$ cat config.mk
export PLATFORM = sky130hd
export DESIGN_NAME = hwm_multiplier
export DESIGN_NICKNAME = d
export VERILOG_FILES = /design/src/rtl/hwm_pkg.sv /design/src/rtl/hwm_multiplier.sv /design/src/rtl/hwm_mul8_core.sv
export SDC_FILE = /design/constraint.sdc
export NUM_CORES = 1
export LEC_CHECK = 0
export BUFFER_PORTS_ARGS = -buffer_cell sky130_fd_sc_hd__buf_2
export CAP_MARGIN = 20
export CORE_ASPECT_RATIO = 1.25
export CORE_MARGIN = 1
export CORE_UTILIZATION = 45
export CTS_BUF_LIST = sky130_fd_sc_hd__clkbuf_8
export DETAILED_ROUTE_END_ITERATION = 12
export GPL_TIMING_DRIVEN = 1
export PLACE_DENSITY_LB_ADDON = 0.15
export SLEW_MARGIN = 20
export SYNTH_ARGS = -nofsm -noshare
export SYNTH_HDL_FRONTEND = slang
export SYNTH_SLANG_ARGS = --single-unit
$ cat constraint.sdc
create_clock -name clk_i -period 0.95 [get_ports clk_i]
set_input_delay 0 -clock clk_i [delete_from_list [all_inputs] [get_ports clk_i]]
set_output_delay 0 -clock clk_i [all_outputs]
set_load 0.02 [all_outputs]
$ cat src/rtl/hwm_pkg.sv
// Overview of operation
// RULE_01 - An 8 by 8 multiply completes in one instruction cycle, product ready for the next instruction.
// RULE_02 - Both operands are unsigned and the full 16-bit product is kept without truncation.
// RULE_03 - The upper product byte goes to the high byte register, the lower to the low byte register.
// RULE_04 - A multiply leaves every ALU status flag exactly as it was.
// RULE_05 - One operand is the working register, the other the addressed file register.
// RULE_06 - Software forms a signed 8 by 8 product by subtracting the other operand from the high byte per set sign bit.
// RULE_07 - Software forms a 16 by 16 product from four partial products accumulated with carry into four bytes.
// RULE_08 - Software corrects a signed 16 by 16 product by subtracting the other operand from the upper half per negative operand.
// RULE_09 - Both product bytes update together at the end of a multiply cycle and otherwise hold until a multiply or direct write.
`default_nettype none
package hwm_pkg;
    localparam int HWM_OP_W = 8;
    localparam int HWM_PROD_W = 16;
    localparam int HWM_FLAG_W = 8;
    localparam logic [7:0] HWM_PROD_RST = 8'h00;
    localparam logic [7:0] HWM_FLAG_RST = 8'h00;
    localparam int HWM_MUL_CYCLES = 1;

    typedef struct packed {
        logic [7:0] working_register;
        logic [7:0] file_operand;
    } hwm_operands_t;

    typedef struct packed {
        logic [7:0] product_high_byte;
        logic [7:0] product_low_byte;
    } hwm_product_t;

    typedef enum logic [1:0] {
        HWM_IDLE = 2'b01,
        HWM_MUL = 2'b10
    } hwm_state_t;
endpackage
`default_nettype wire

$ cat src/rtl/hwm_multiplier.sv
`timescale 1ns/10ps
`default_nettype none
module hwm_multiplier
    import hwm_pkg::*;
(
    input wire logic clk_i,
    input wire logic rst_n_i,
    input wire logic mul_en_i,
    input wire hwm_operands_t ops_i,
    input wire logic prod_high_we_i,
    input wire logic prod_low_we_i,
    input wire logic [7:0] wr_data_i,
    input wire logic flag_we_i,
    input wire logic [7:0] flag_wr_data_i,
    output var hwm_product_t prod_o,
    output logic [7:0] alu_flag_register_o,
    output logic mul_done_o
);
    // ****************************************
    // combinational product
    // ****************************************
    hwm_product_t prod_d;
    hwm_product_t prod_q;
    logic [7:0] flag_q;
    logic done_q;
    hwm_state_t state_q;

    hwm_mul8_core u_core (
        .ops_i (ops_i), // RULE_05
        .prod_o (prod_d)
    );

    // ****************************************
    // product register pair
    // ****************************************
    always_ff @(posedge clk_i or negedge rst_n_i)
    begin
        if (!rst_n_i)
        begin
            prod_q <= {HWM_PROD_RST, HWM_PROD_RST};
        end
        else if (mul_en_i)
        begin
            // a multiply beats a direct write in the same cycle
            prod_q <= prod_d; // RULE_01 RULE_03 RULE_09
        end
        else
        begin
            if (prod_high_we_i)
            begin
                prod_q.product_high_byte <= wr_data_i;
            end
            if (prod_low_we_i)
            begin
                prod_q.product_low_byte <= wr_data_i;
            end
        end
    end

    // ****************************************
    // alu flags, untouched by multiply
    // ****************************************
    always_ff @(posedge clk_i or negedge rst_n_i)
    begin
        if (!rst_n_i)
        begin
            flag_q <= HWM_FLAG_RST;
        end
        else if (flag_we_i && !mul_en_i)
        begin
            flag_q <= flag_wr_data_i; // RULE_04
        end
    end

    always_ff @(posedge clk_i or negedge rst_n_i)
    begin
        if (!rst_n_i)
        begin
            state_q <= HWM_IDLE;
            done_q <= 1'b0;
        end
        else
        begin
            state_q <= mul_en_i ? HWM_MUL : HWM_IDLE;
            done_q <= mul_en_i; // RULE_01
        end
    end

    assign prod_o = prod_q;
    assign alu_flag_register_o = flag_q;
    assign mul_done_o = done_q;

    // ****************************************
    // reference product for the checks
    // ****************************************
    // built apart from the core so a broken core cannot hide itself
    logic [15:0] ref_prod_q;

    always_ff @(posedge clk_i or negedge rst_n_i)
    begin
        if (!rst_n_i)
        begin
            ref_prod_q <= {HWM_PROD_RST, HWM_PROD_RST};
        end
        else if (mul_en_i)
        begin
            ref_prod_q <= 16'(ops_i.working_register) * 16'(ops_i.file_operand);
        end
    end

    // ****************************************
    // assertions
    // ****************************************
    property p_one_cycle;
        @(posedge clk_i) disable iff (!rst_n_i)
        mul_en_i |=> (prod_o == $past(ops_i.working_register) * $past(ops_i.file_operand));
    endproperty
    a_one_cycle: assert property (p_one_cycle) else $error("product wrong after multiply"); // RULE_01

    property p_high_byte;
        @(posedge clk_i) disable iff (!rst_n_i)
        mul_en_i |=> prod_o.product_high_byte == ref_prod_q[15:8];
    endproperty
    a_high_byte: assert property (p_high_byte) else $error("high byte mismatch"); // RULE_03

    property p_low_byte;
        @(posedge clk_i) disable iff (!rst_n_i)
        mul_en_i |=> prod_o.product_low_byte == ref_prod_q[7:0];
    endproperty
    a_low_byte: assert property (p_low_byte) else $error("low byte mismatch"); // RULE_03

    property p_unsigned;
        @(posedge clk_i) disable iff (!rst_n_i)
        (mul_en_i && ops_i == 16'hFFFF) |=> prod_o == 16'hFE01;
    endproperty
    a_unsigned: assert property (p_unsigned) else $error("not unsigned full width"); // RULE_02

    property p_flags_kept;
        @(posedge clk_i) disable iff (!rst_n_i)
        mul_en_i |=> $stable(alu_flag_register_o);
    endproperty
    a_flags_kept: assert property (p_flags_kept) else $error("flags changed by multiply"); // RULE_04

    property p_operand_src;
        @(posedge clk_i) disable iff (!rst_n_i)
        (mul_en_i && ops_i.working_register == 8'h00) |=> prod_o == 16'h0000;
    endproperty
    a_operand_src: assert property (p_operand_src) else $error("operand source wrong"); // RULE_05

    property p_hold;
        @(posedge clk_i) disable iff (!rst_n_i)
        (!mul_en_i && !prod_high_we_i && !prod_low_we_i) |=> $stable(prod_o);
    endproperty
    a_hold: assert property (p_hold) else $error("product changed without cause"); // RULE_09

    // ****************************************
    // direct writes and flags
    // ****************************************
    property p_direct_high;
        @(posedge clk_i) disable iff (!rst_n_i)
        (!mul_en_i && prod_high_we_i) |=> prod_o.product_high_byte == $past(wr_data_i);
    endproperty
    a_direct_high: assert property (p_direct_high) else $error("high write lost"); // RULE_09

    property p_direct_low;
        @(posedge clk_i) disable iff (!rst_n_i)
        (!mul_en_i && prod_low_we_i) |=> prod_o.product_low_byte == $past(wr_data_i);
    endproperty
    a_direct_low: assert property (p_direct_low) else $error("low write lost"); // RULE_09

    property p_high_kept;
        @(posedge clk_i) disable iff (!rst_n_i)
        (!mul_en_i && !prod_high_we_i) |=> $stable(prod_o.product_high_byte);
    endproperty
    a_high_kept: assert property (p_high_kept) else $error("high byte moved"); // RULE_09

    property p_low_kept;
        @(posedge clk_i) disable iff (!rst_n_i)
        (!mul_en_i && !prod_low_we_i) |=> $stable(prod_o.product_low_byte);
    endproperty
    a_low_kept: assert property (p_low_kept) else $error("low byte moved"); // RULE_09

    property p_flag_write;
        @(posedge clk_i) disable iff (!rst_n_i)
        (flag_we_i && !mul_en_i) |=> alu_flag_register_o == $past(flag_wr_data_i);
    endproperty
    a_flag_write: assert property (p_flag_write) else $error("flag write lost"); // RULE_04

    property p_flag_hold;
        @(posedge clk_i) disable iff (!rst_n_i)
        !flag_we_i |=> $stable(alu_flag_register_o);
    endproperty
    a_flag_hold: assert property (p_flag_hold) else $error("flags moved"); // RULE_04

    // ****************************************
    // control checks
    // ****************************************
    property p_done_pulse;
        @(posedge clk_i) disable iff (!rst_n_i)
        mul_en_i |=> mul_done_o;
    endproperty
    a_done_pulse: assert property (p_done_pulse) else $error("done missing"); // RULE_01

    property p_done_low;
        @(posedge clk_i) disable iff (!rst_n_i)
        !mul_en_i |=> !mul_done_o;
    endproperty
    a_done_low: assert property (p_done_low) else $error("done without multiply"); // RULE_01

    property p_state_onehot;
        @(posedge clk_i) disable iff (!rst_n_i)
        $onehot(state_q);
    endproperty
    a_state_onehot: assert property (p_state_onehot) else $error("bad state"); // RULE_01

    // ****************************************
    // coverage
    // ****************************************
    c_mul: cover property (@(posedge clk_i) disable iff (!rst_n_i) mul_en_i ##1 mul_en_i);
    c_wr: cover property (@(posedge clk_i) disable iff (!rst_n_i) prod_high_we_i && !mul_en_i);
    c_flag: cover property (@(posedge clk_i) disable iff (!rst_n_i) flag_we_i ##1 mul_en_i);
    c_signed_ops: cover property (@(posedge clk_i) disable iff (!rst_n_i)
        mul_en_i && ops_i.working_register[7] && ops_i.file_operand[7]);
    c_refused: cover property (@(posedge clk_i) disable iff (!rst_n_i)
        mul_en_i && prod_high_we_i);
endmodule // hwm_multiplier
`default_nettype wire

$ cat src/rtl/hwm_mul8_core.sv
`timescale 1ns/10ps
`default_nettype none
module hwm_mul8_core
    import hwm_pkg::*;
(
    input wire hwm_operands_t ops_i,
    output var hwm_product_t prod_o
);
    logic [15:0] full;
    // zero-extended operands keep the product unsigned and full width
    assign full = {8'h00, ops_i.working_register} * {8'h00, ops_i.file_operand}; // RULE_02
    assign prod_o = full;
endmodule // hwm_mul8_core
`default_nettype wire

# Yosys cells after proc, flatten, opt, wreduce, memory -nomap -nowiden
# Index checks and enable logic that the tools add are counted.
# Widths: inputs -> output; s select.
[word_totals]
wordCells = 12
output_inout_bits = 25
reg_bits = 25
inputBits = 38
[op_classes]
multipliers = 1
reduce_logical = 4
n_mux = 3
[ops]
columns = ["operator", "n"]
rows = [
  ["$mul 8x8->16", 1],
  ["$mux 16", 1],
  ["$mux 8", 2],
  ["$reduce_bool 2->1", 2],
  ["$logic_and 1x1->1", 1],
  ["$logic_not 1->1", 1],
]

# Depth between registers and ports, before layout
# Gate-level depths: netlist (run 1).
[depth]
depth_word = 2
depth_mapped = 15
ltp_nobuf = 15

# By module
# Synthesis (run 1) repeated with hierarchy kept, for this count alone.
[hier_totals]
cells_unflattened = 335
area_unflattened_um2 = 3219.3
[by_module_without_submodules]
columns = ["module", "seq_area_each_um2", "cells_each", "area_per_inst_um2", "n_inst"]
rows = [
  ["hwm_mul8_core", 0.0, 247, 2134.5, 1],
  ["hwm_multiplier", 625.6, 88, 1084.8, 1],
]

# Worst setup path before layout (run 1)
# OpenSTA, ideal clock, no wires.
[synth_path]
path_type = "input port to flip-flop"
startpoint = "input ops_i[8] (netlist name)"
endpoint = "register prod_q (netlist bit prod_o[12])"
t_arrival_ns = 3.459
setup_ns = 0.135
path_stages = 14
required_ns = 0.815
path_buffers = 0
slack_ns = -2.644
cell_sequence = "nand2_1 -> fa_1 -> fa_1 -> inv_1 -> fa_1 -> inv_1 -> fa_1 -> inv_1 -> ha_1 -> and3_1 -> a211oi_4 -> o31a_1 -> xor2_1 -> mux2i_1"
[synth_between]
elab_chain_len = 2
[synth_rtl]
columns = ["item", "line_no", "source"]
rows = [
  ["start: declaration", "hwm_multiplier.sv:9", "input wire hwm_operands_t ops_i,"],
  ["$mul 8x8->16", "--", ""],
  ["$mux 16", "hwm_multiplier.sv:42", "else if (mul_en_i)"],
  ["end signal: assignment", "hwm_multiplier.sv:40", "prod_q <= {HWM_PROD_RST, HWM_PROD_RST};"],
  ["end signal: assignment", "hwm_multiplier.sv:45", "prod_q <= prod_d;"],
  ["end: declaration", "hwm_multiplier.sv:23", "hwm_product_t prod_q;"],
]
# No other way between the ends.
# A chain may end at the register's enable or synchronous reset.

# Final worst setup path (run 1)
[layout_path]
startpoint = "input ops_i[11] (netlist name)"
endpoint = "register prod_q (netlist bit prod_o[12])"
# Same word-level chain as after synthesis.

==> metrics, run 1 <==
status=finished, violations left; failing checks=setup timing; maximum fanout along the worst path=7; worst r2r path cells=3; Placement Setup Slack=-2.77 ns; slowest CP cell=fa_1; layout cells sized above 1=0.462; Crit. End Element=flip-flop; Synth cell types=38; num rows=33; Yosys warning count=0; Critical Path Max Stage Delay=0.54 ns; async set-reset flop share out of synthesis=1.00; Setup CP Type=in2reg; skew final=0 ns; Synth top cells by count=and2_1, inv_1, fa_1, ha_1, dfrtp_1; worst reg2reg endpoint=prod_o[15]; top-count cell post-synth=and2_1; Clock Power Share=0.067; CTS tree=yes; Critical Path End=prod_o[12]; Area Growth Syn to Fin=46.7%; max-capacitance violation count=0; largest net degree at the start of global routing=35; Die ar.=about 7400 um^2; drt total wl=7.26 mm; vias in the first global route=about 2800; CTS Root Cell=clkbuf_8; number of synthesized flops with an enable pin=0; Mean Syn Cell Area=9.68 um^2; RSZ-0062 raised after global routing=true; f_max=0.304 GHz; CP Launch Type=input port; WP data required=1.09 ns; Iter 0 DRT Violations=33; Setup crit start=ops_i[11]; pwr/cell area=1930 nW/um^2; CTS Buffer Depth=2; Hold WC Path Type=in2reg; Layout fillers=around 540; cell mode on critical path=fa_1; Post-Layout Cell Count=537; Final ANT Viol Nets=0; largest area contributor in the netlist=fa_1; Pint=5.10 mW; die width=76.9 um; final-report max-slew violation count=0; ranking of synthesized cells by area=fa_1, dfrtp_1, ha_1, and2_1, inv_1; die extent in y=95.6 um; setup_tns=-25.96 ns; Vias/cell=4.90; crit path cell chain=buf_6, and2_1, fa_2, fa_1, fa_1, inv_1, fa_1, inv_2, ha_4, a21o_4, a211oi_4, o31a_1, xor2_1, mux2i_1; DRT Pass-1 Iters=3; Clock transition at path regs=~0.080 ns; Flop pwr share=0.168; Boundary Pins=63; Synth top area share=0.228; maximum vdd drop=~1.3 mV; Final Setup Violations=14; Synth Flop Type=dfrtp_1; clock sink total=25; Max-slew headroom=0.637; Post-DP HPWL=5.95 mm; I/O Buffers=62; vias=2629; CTS buffer count=3; core area=6690 um^2; FF+latch count, synth=25; R2R setup slack=-0.03 ns; Clk Latency, worst-skew pair=0.26 ns; switching power=just under 4 mW; GPL Wtd Cong=0.842; Post-DP Area=4210 um^2; final worst path period need=3.29 ns; dpl cells=520; DRC violations left=0; final worst setup slack=-2.34 ns; Fin. Hold Viols=0; finished layout cell area=4630 um^2; Mapped Cells=about 330; switching portion of total power=0.430; combinational power share=0.765; initial antenna violation count=0; n_diodes=0; total power=8.95 mW; Final nets=between 500 and 600; hold depth=3; R2R Path Start=prod_o[15]; synthesized net count=about 440; leakage power total=between 2 and 2.5 nW; register area share after synthesis=0.198; Routed WL per cell=13.5 um; crit path DAT=3.43 ns; H-tree depth=1; global-route wire length before repair=12.4 mm; Slew @ Worst Pin=0.544 ns; Initial Util=0.472; GRT Residual Overflow=0; Final period util=3.47; Synth Cell Area=3160 um^2; all-layer global routing usage=0.209
## final cells by class
cell class | instances | area, um^2 | share of cell area
Clock buffer | 3 | 41.3 | 0.00892
Clock inverter | 1 | 5.00 | 0.00108
Inverter | 48 | 180 | 0.0389
Multi-Input combinational cell | 246 | 2710 | 0.585
Sequential cell | 25 | 626 | 0.135
Tap cell | 87 | 109 | 0.0235
Timing Repair Buffer | 127 | 961 | 0.208
## worst min-delay path by stage
stage                  from                     end  slack (ns)
2_1_floorplan       rst_n_i  alu_flag_register_o[0]       -0.30
3_3_place_gp        rst_n_i               prod_o[2]        0.01
3_5_place_dp        rst_n_i               prod_o[4]        0.01
4_1_cts        wr_data_i[0]               prod_o[8]        0.05
5_1_grt        wr_data_i[4]               prod_o[4]        0.06
6_report       wr_data_i[4]               prod_o[4]        0.05
## through the flow
stage	hold slack [ns]	util
3_3_place_gp	0.0128	0.629
4_1_cts	0.0515	0.680
6_report	0.0490	0.692
2_1_floorplan	-0.296	-
3_5_place_dp	0.0121	0.629
5_1_grt	0.0607	0.692
## power by group through the flow
stage,Clock (mW),Sequential [mW],Combinational (mW)
3_5_place_dp,0,1.52,6.17
3_3_place_gp,0,1.51,6.04
5_1_grt,0.657,1.54,7.58
4_1_cts,0.616,1.50,6.63
6_report,0.596,1.50,6.85
2_1_floorplan,0,1.90,3.80
## flip-flops by register name, summed over array words and instances, names as in the netlist
register,count
alu_flag_register_o,8
mul_done_o,1
prod_o,16
## placed cells by master (no fill, tap or decap), drive strengths merged, types with 3 or more instances in the layout
cell type      n
a21oi         17
dlygate4sd3    9
nand2b         3
buf          118
xor2           5
a211oi         8
and2          51
a21o           4
nand3          4
fa            36
nor2b          8
clkbuf         3
xnor2          3
nor2           4
dfrtp         25
inv           48
ha            36
mux2i         12
mux2           8
o21ai         11
nand2         24
## critical path, delay by kind of cell
family / cells / cell delay, ns
fa+ha+maj: 5 / 2.12
simple gates: 1 / 0.18
buf+inv: 3 / 0.21
mux: 1 / 0.10
xor+xnor: 1 / 0.18
compound gates: 3 / 0.65
## logic make-up (layout without fill, tap and decap cells)
group	count (synthesis)	in the layout	synth area share
simple gates	98	98	0.172
fa+ha+maj	72	72	0.371
buf+inv	55	179	0.0666
compound gates	48	48	0.103
flops	25	25	0.198
mux	20	20	0.0666
xor+xnor	8	8	0.0222
## repair_timing
item,CTS,global route
pin swaps,47,27
setup buffers,6,1
gates resized for setup,55,20
endpoints found under the hold margin,33,0
endpoints found under the setup margin,14,15
gates cloned,0,0
hold buffers,9,0
## per-layer routing
metal / up-vias / wire (um) / global-route usage
met1: 1254 / 3140 / 0.254
met5: - / 0 / 0
met2: 58 / 3860 / 0.409
met3: 8 / 203 / 0.0124
li1: 1309 / - / -
met4: 0 / 55 / 0.0369
Power figures use the tool's default switching activity.
==> run 2: changes to the inputs <==
--- a/config.mk
+++ b/config.mk
@@ -17,4 +17,5 @@
 export SLEW_MARGIN = 20
 export SYNTH_ARGS = -nofsm -noshare
 export SYNTH_HDL_FRONTEND = slang
+export SYNTH_HIERARCHICAL = 1
 export SYNTH_SLANG_ARGS = --single-unit
==> run 2 against run 1 <==
Effect of this change: the run still ends with setup timing left; first-iteration DRC count rose by 130%; fmax fell by 4.1%; synthesized cell count rose by 2.8%; clock skew did not move; register-to-register slack improved by 0.21 ns; hold slack got worse by 0.014 ns; critical path depth rose by 4; sequential power barely moved; global-route usage fell by 0.54 points; area after synthesis rose by 2.0%; largest power group unchanged; highest routed layer unchanged.
==> metrics, run 2 <==
initial antenna violation count=0 (unchanged); setup_tns=-26.89 ns (-0.929 ns); Hold WC Path Type=in2reg; hold depth=3 (unchanged); Routed WL per cell=12.7 um (-5.8%); pwr/cell area=1890 nW/um^2 (-2.0%); CP Launch Type=input port; crit path DAT=3.62 ns (+0.19 ns); leakage power total=2.31 nW (+1.6%); Critical Path End=prod_o[15]; all-layer global routing usage=0.204 (-0.00539); largest area contributor in the netlist=fa_1; final worst setup slack=-2.48 ns (-0.141 ns); die extent in y=96.6 um (+0.97%); core area=6930 um^2 (+3.7%); n_diodes=0 (unchanged); CP delay by family, top=adder cells; worst r2r path cells=1 (-2); CTS Buffer Depth=2 (unchanged); Critical Path Stages=18 (+4); Die ar.=7500 um^2 (+1.9%); Synth Flop Type=dfrtp_1; Clock transition at path regs=0.08 ns (about the same); Slew @ Worst Pin=0.531 ns (-0.0136 ns); H-tree depth=1 (unchanged); layout cells sized above 1=0.415 (-0.0474); num rows=34 (+3.0%); maximum fanout along the worst path=4 (-3); vias=2673 (+1.7%); die width=77.7 um (+0.96%); RSZ-0062 raised after global routing=true; Clk Latency, worst-skew pair=0.26 ns (about the same); Worst Path Buf+Inv=5 (+2); Yosys warning count=6 (+6); Synth top cells by count=inv_1, and2_1, nand2_1, fa_1, ha_1; Mean Syn Cell Area=9.61 um^2 (-0.76%); Final Setup Violations=14 (unchanged); I/O Buffers=62 (unchanged); slowest CP cell=fa_1; max-capacitance violation count=0 (unchanged); DRT Pass-1 Iters=4 (+1); Final period util=3.61 (+0.148); status=finished, violations left; Synth cell types=42 (+11%); maximum vdd drop=1.08 mV (-17%); global-route wire length before repair=12.0 mm (-3.0%); Crit. End Element=flip-flop; crit path cell chain=buf_8, and2_4, fa_1, inv_2, fa_2, inv_2, fa_1, inv_1, fa_1, inv_2, ha_4, o21a_1, o31a_1, o21ai_2, o211a_1, a211oi_2, nand2_1, o21ai_1; CTS tree=yes; vias in the first global route=2734 (-2.4%); dpl cells=530 (+1.9%); Synth Cell Area=3220 um^2 (+2.0%); Critical Path Max Stage Delay=0.55 ns (about the same); most common cell after layout, fill and taps aside=buf_2; Setup CP Type=in2reg; CTS buffer count=3 (unchanged); failing checks=setup timing; Final ANT Viol Nets=0 (unchanged); Fin. Hold Viols=0 (unchanged); Area Growth Syn to Fin=40.8%; Synth top area share=0.224 (-0.00444); Iter 0 DRT Violations=76 (+130%); number of flip-flops in the largest register=16 (unchanged); Max-slew headroom=0.646 (+0.00904); synthesized net count=445 (+2.1%); final worst path period need=3.43 ns (+0.141 ns); number of synthesized flops with an enable pin=0 (unchanged); GRT Residual Overflow=0 (unchanged); Setup crit start=ops_i[13]; drt total wl=6.98 mm (-3.9%); CTS Root Cell=clkbuf_8; R2R setup slack=0.18 ns (+0.21 ns); worst reg2reg endpoint=alu_flag_register_o[2]; Post-DP HPWL=5.98 mm (+0.40%); ranking of synthesized cells by area=fa_1, dfrtp_1, ha_1, and2_1, inv_1; Vias/cell=4.88 (-0.37%); Final nets=569 (+1.4%); largest net degree at the start of global routing=34 (-2.9%); f_max=0.291 GHz (-4.1%); register area share after synthesis=0.194 (-0.00385); async set-reset flop share out of synthesis=1.00 (unchanged); final-report max-slew violation count=0 (unchanged); top-count cell post-synth=inv_1; R2R Path Start=alu_flag_register_o[2]; Boundary Pins=63 (unchanged); Post-Layout Cell Count=548 (+2.0%); WP data required=1.14 ns (+0.05 ns); skew final=0 ns (unchanged); GPL Wtd Cong=0.873 (+3.7%); Layout fillers=580 (+7.0%); Initial Util=0.464 (-0.00767); most frequent cells in the layout=buf_2, buf_4, inv_1, nand2_1, and2_1; clock sink total=25 (unchanged); FF+latch count, synth=25 (unchanged); Mapped Cells=335 (+2.8%); DRC violations left=0 (unchanged)
==> run 2: cell types whose count changed in the layout (fill, tap and decap cells not counted), sizes merged, moves of 4 or more <==
cell,before,now
a211oi,8,2
a21oi,17,7
and2,51,47
mux2i,12,16
nand2,24,39
nor2b,8,2
o21ai,11,21
xnor2,3,7
==> run 2: worst min-delay path by stage <==
stage                 start                      to  slack, ns
3_3_place_gp        rst_n_i  alu_flag_register_o[6]      0.008
2_1_floorplan       rst_n_i  alu_flag_register_o[0]      -0.30
5_1_grt        wr_data_i[1]               prod_o[9]       0.04
4_1_cts        wr_data_i[1]               prod_o[9]       0.04
3_5_place_dp        rst_n_i  alu_flag_register_o[6]       0.01
6_report       wr_data_i[2]               prod_o[2]       0.03
==> run 2: final cells by class <==
| type | instances | area, um^2 | area share |
|---|---|---|---|
| clock inverters | 1 | 3.75 | 0.000828 |
| flip-flops and latches | 25 | 626 | 0.138 |
| well taps | 90 | 113 | 0.0248 |
| clock buffers | 3 | 41.3 | 0.00911 |
| multi-input cells | 251 | 2610 | 0.576 |
| repair buffers | 128 | 950 | 0.209 |
| inverters | 50 | 188 | 0.0414 |
==> run 2: logic make-up (layout without fill, tap and decap cells) <==
logic type | count (synthesis) | in the layout | synth area share
AO/OA/AOI/OAI | 47 | 47 | 0.0987
XOR/XNOR | 9 | 9 | 0.0245
flip-flops | 25 | 25 | 0.194
multiplexers | 24 | 24 | 0.0871
adder cells (fa/ha/maj) | 72 | 72 | 0.364
buffers and inverters | 59 | 182 | 0.0723
AND/OR/NAND/NOR | 99 | 99 | 0.159
==> run 2: power by group <==
group,leakage [nW],switching [mW],internal (mW),total [mW]
clock network,0.0269,0.305,0.288,0.594
logic,1.98,3.19,3.29,6.48
registers,0.301,0.148,1.37,1.51
total,2.31,3.64,4.95,8.59
==> run 2: what timing repair did <==
item / in CTS / in global routing
setup buffers: 4 / 4
hold endpoints to repair: 33 / 0
endpoints found under the setup margin: 14 / 14
pin swaps: 30 / 11
gates resized for setup: 47 / 13
hold buffers: 9 / 0
==> run 2: stage by stage <==
step | util | total power, mW | setup slack [ns] | area [um^2] | hold WS, ns
detailed placement | 0.602 | 7.68 | -2.79 | 4180 | 0.0136
global route | 0.654 | 9.53 | -2.64 | 4530 | 0.0404
CTS | 0.646 | 8.53 | -2.51 | 4480 | 0.0420
finish | 0.654 | 8.59 | -2.48 | 4530 | 0.0346
floorplan | - | 5.77 | -2.52 | 3420 | -0.296
global placement | 0.602 | 7.62 | -2.78 | 4180 | 0.00779
==> run 2: tightest hold or removal path, cell delays in order <==
cell	delay, ns
buf_2	0.09
mux2i_1	0.06
o21ai_1	0.10
==> run 2: per-layer routing <==
metal,track usage,wire [um]
met1,0.245,3020
met2,0.399,3740
met3,0.0131,120
met4,0.0440,99
met5,0,0
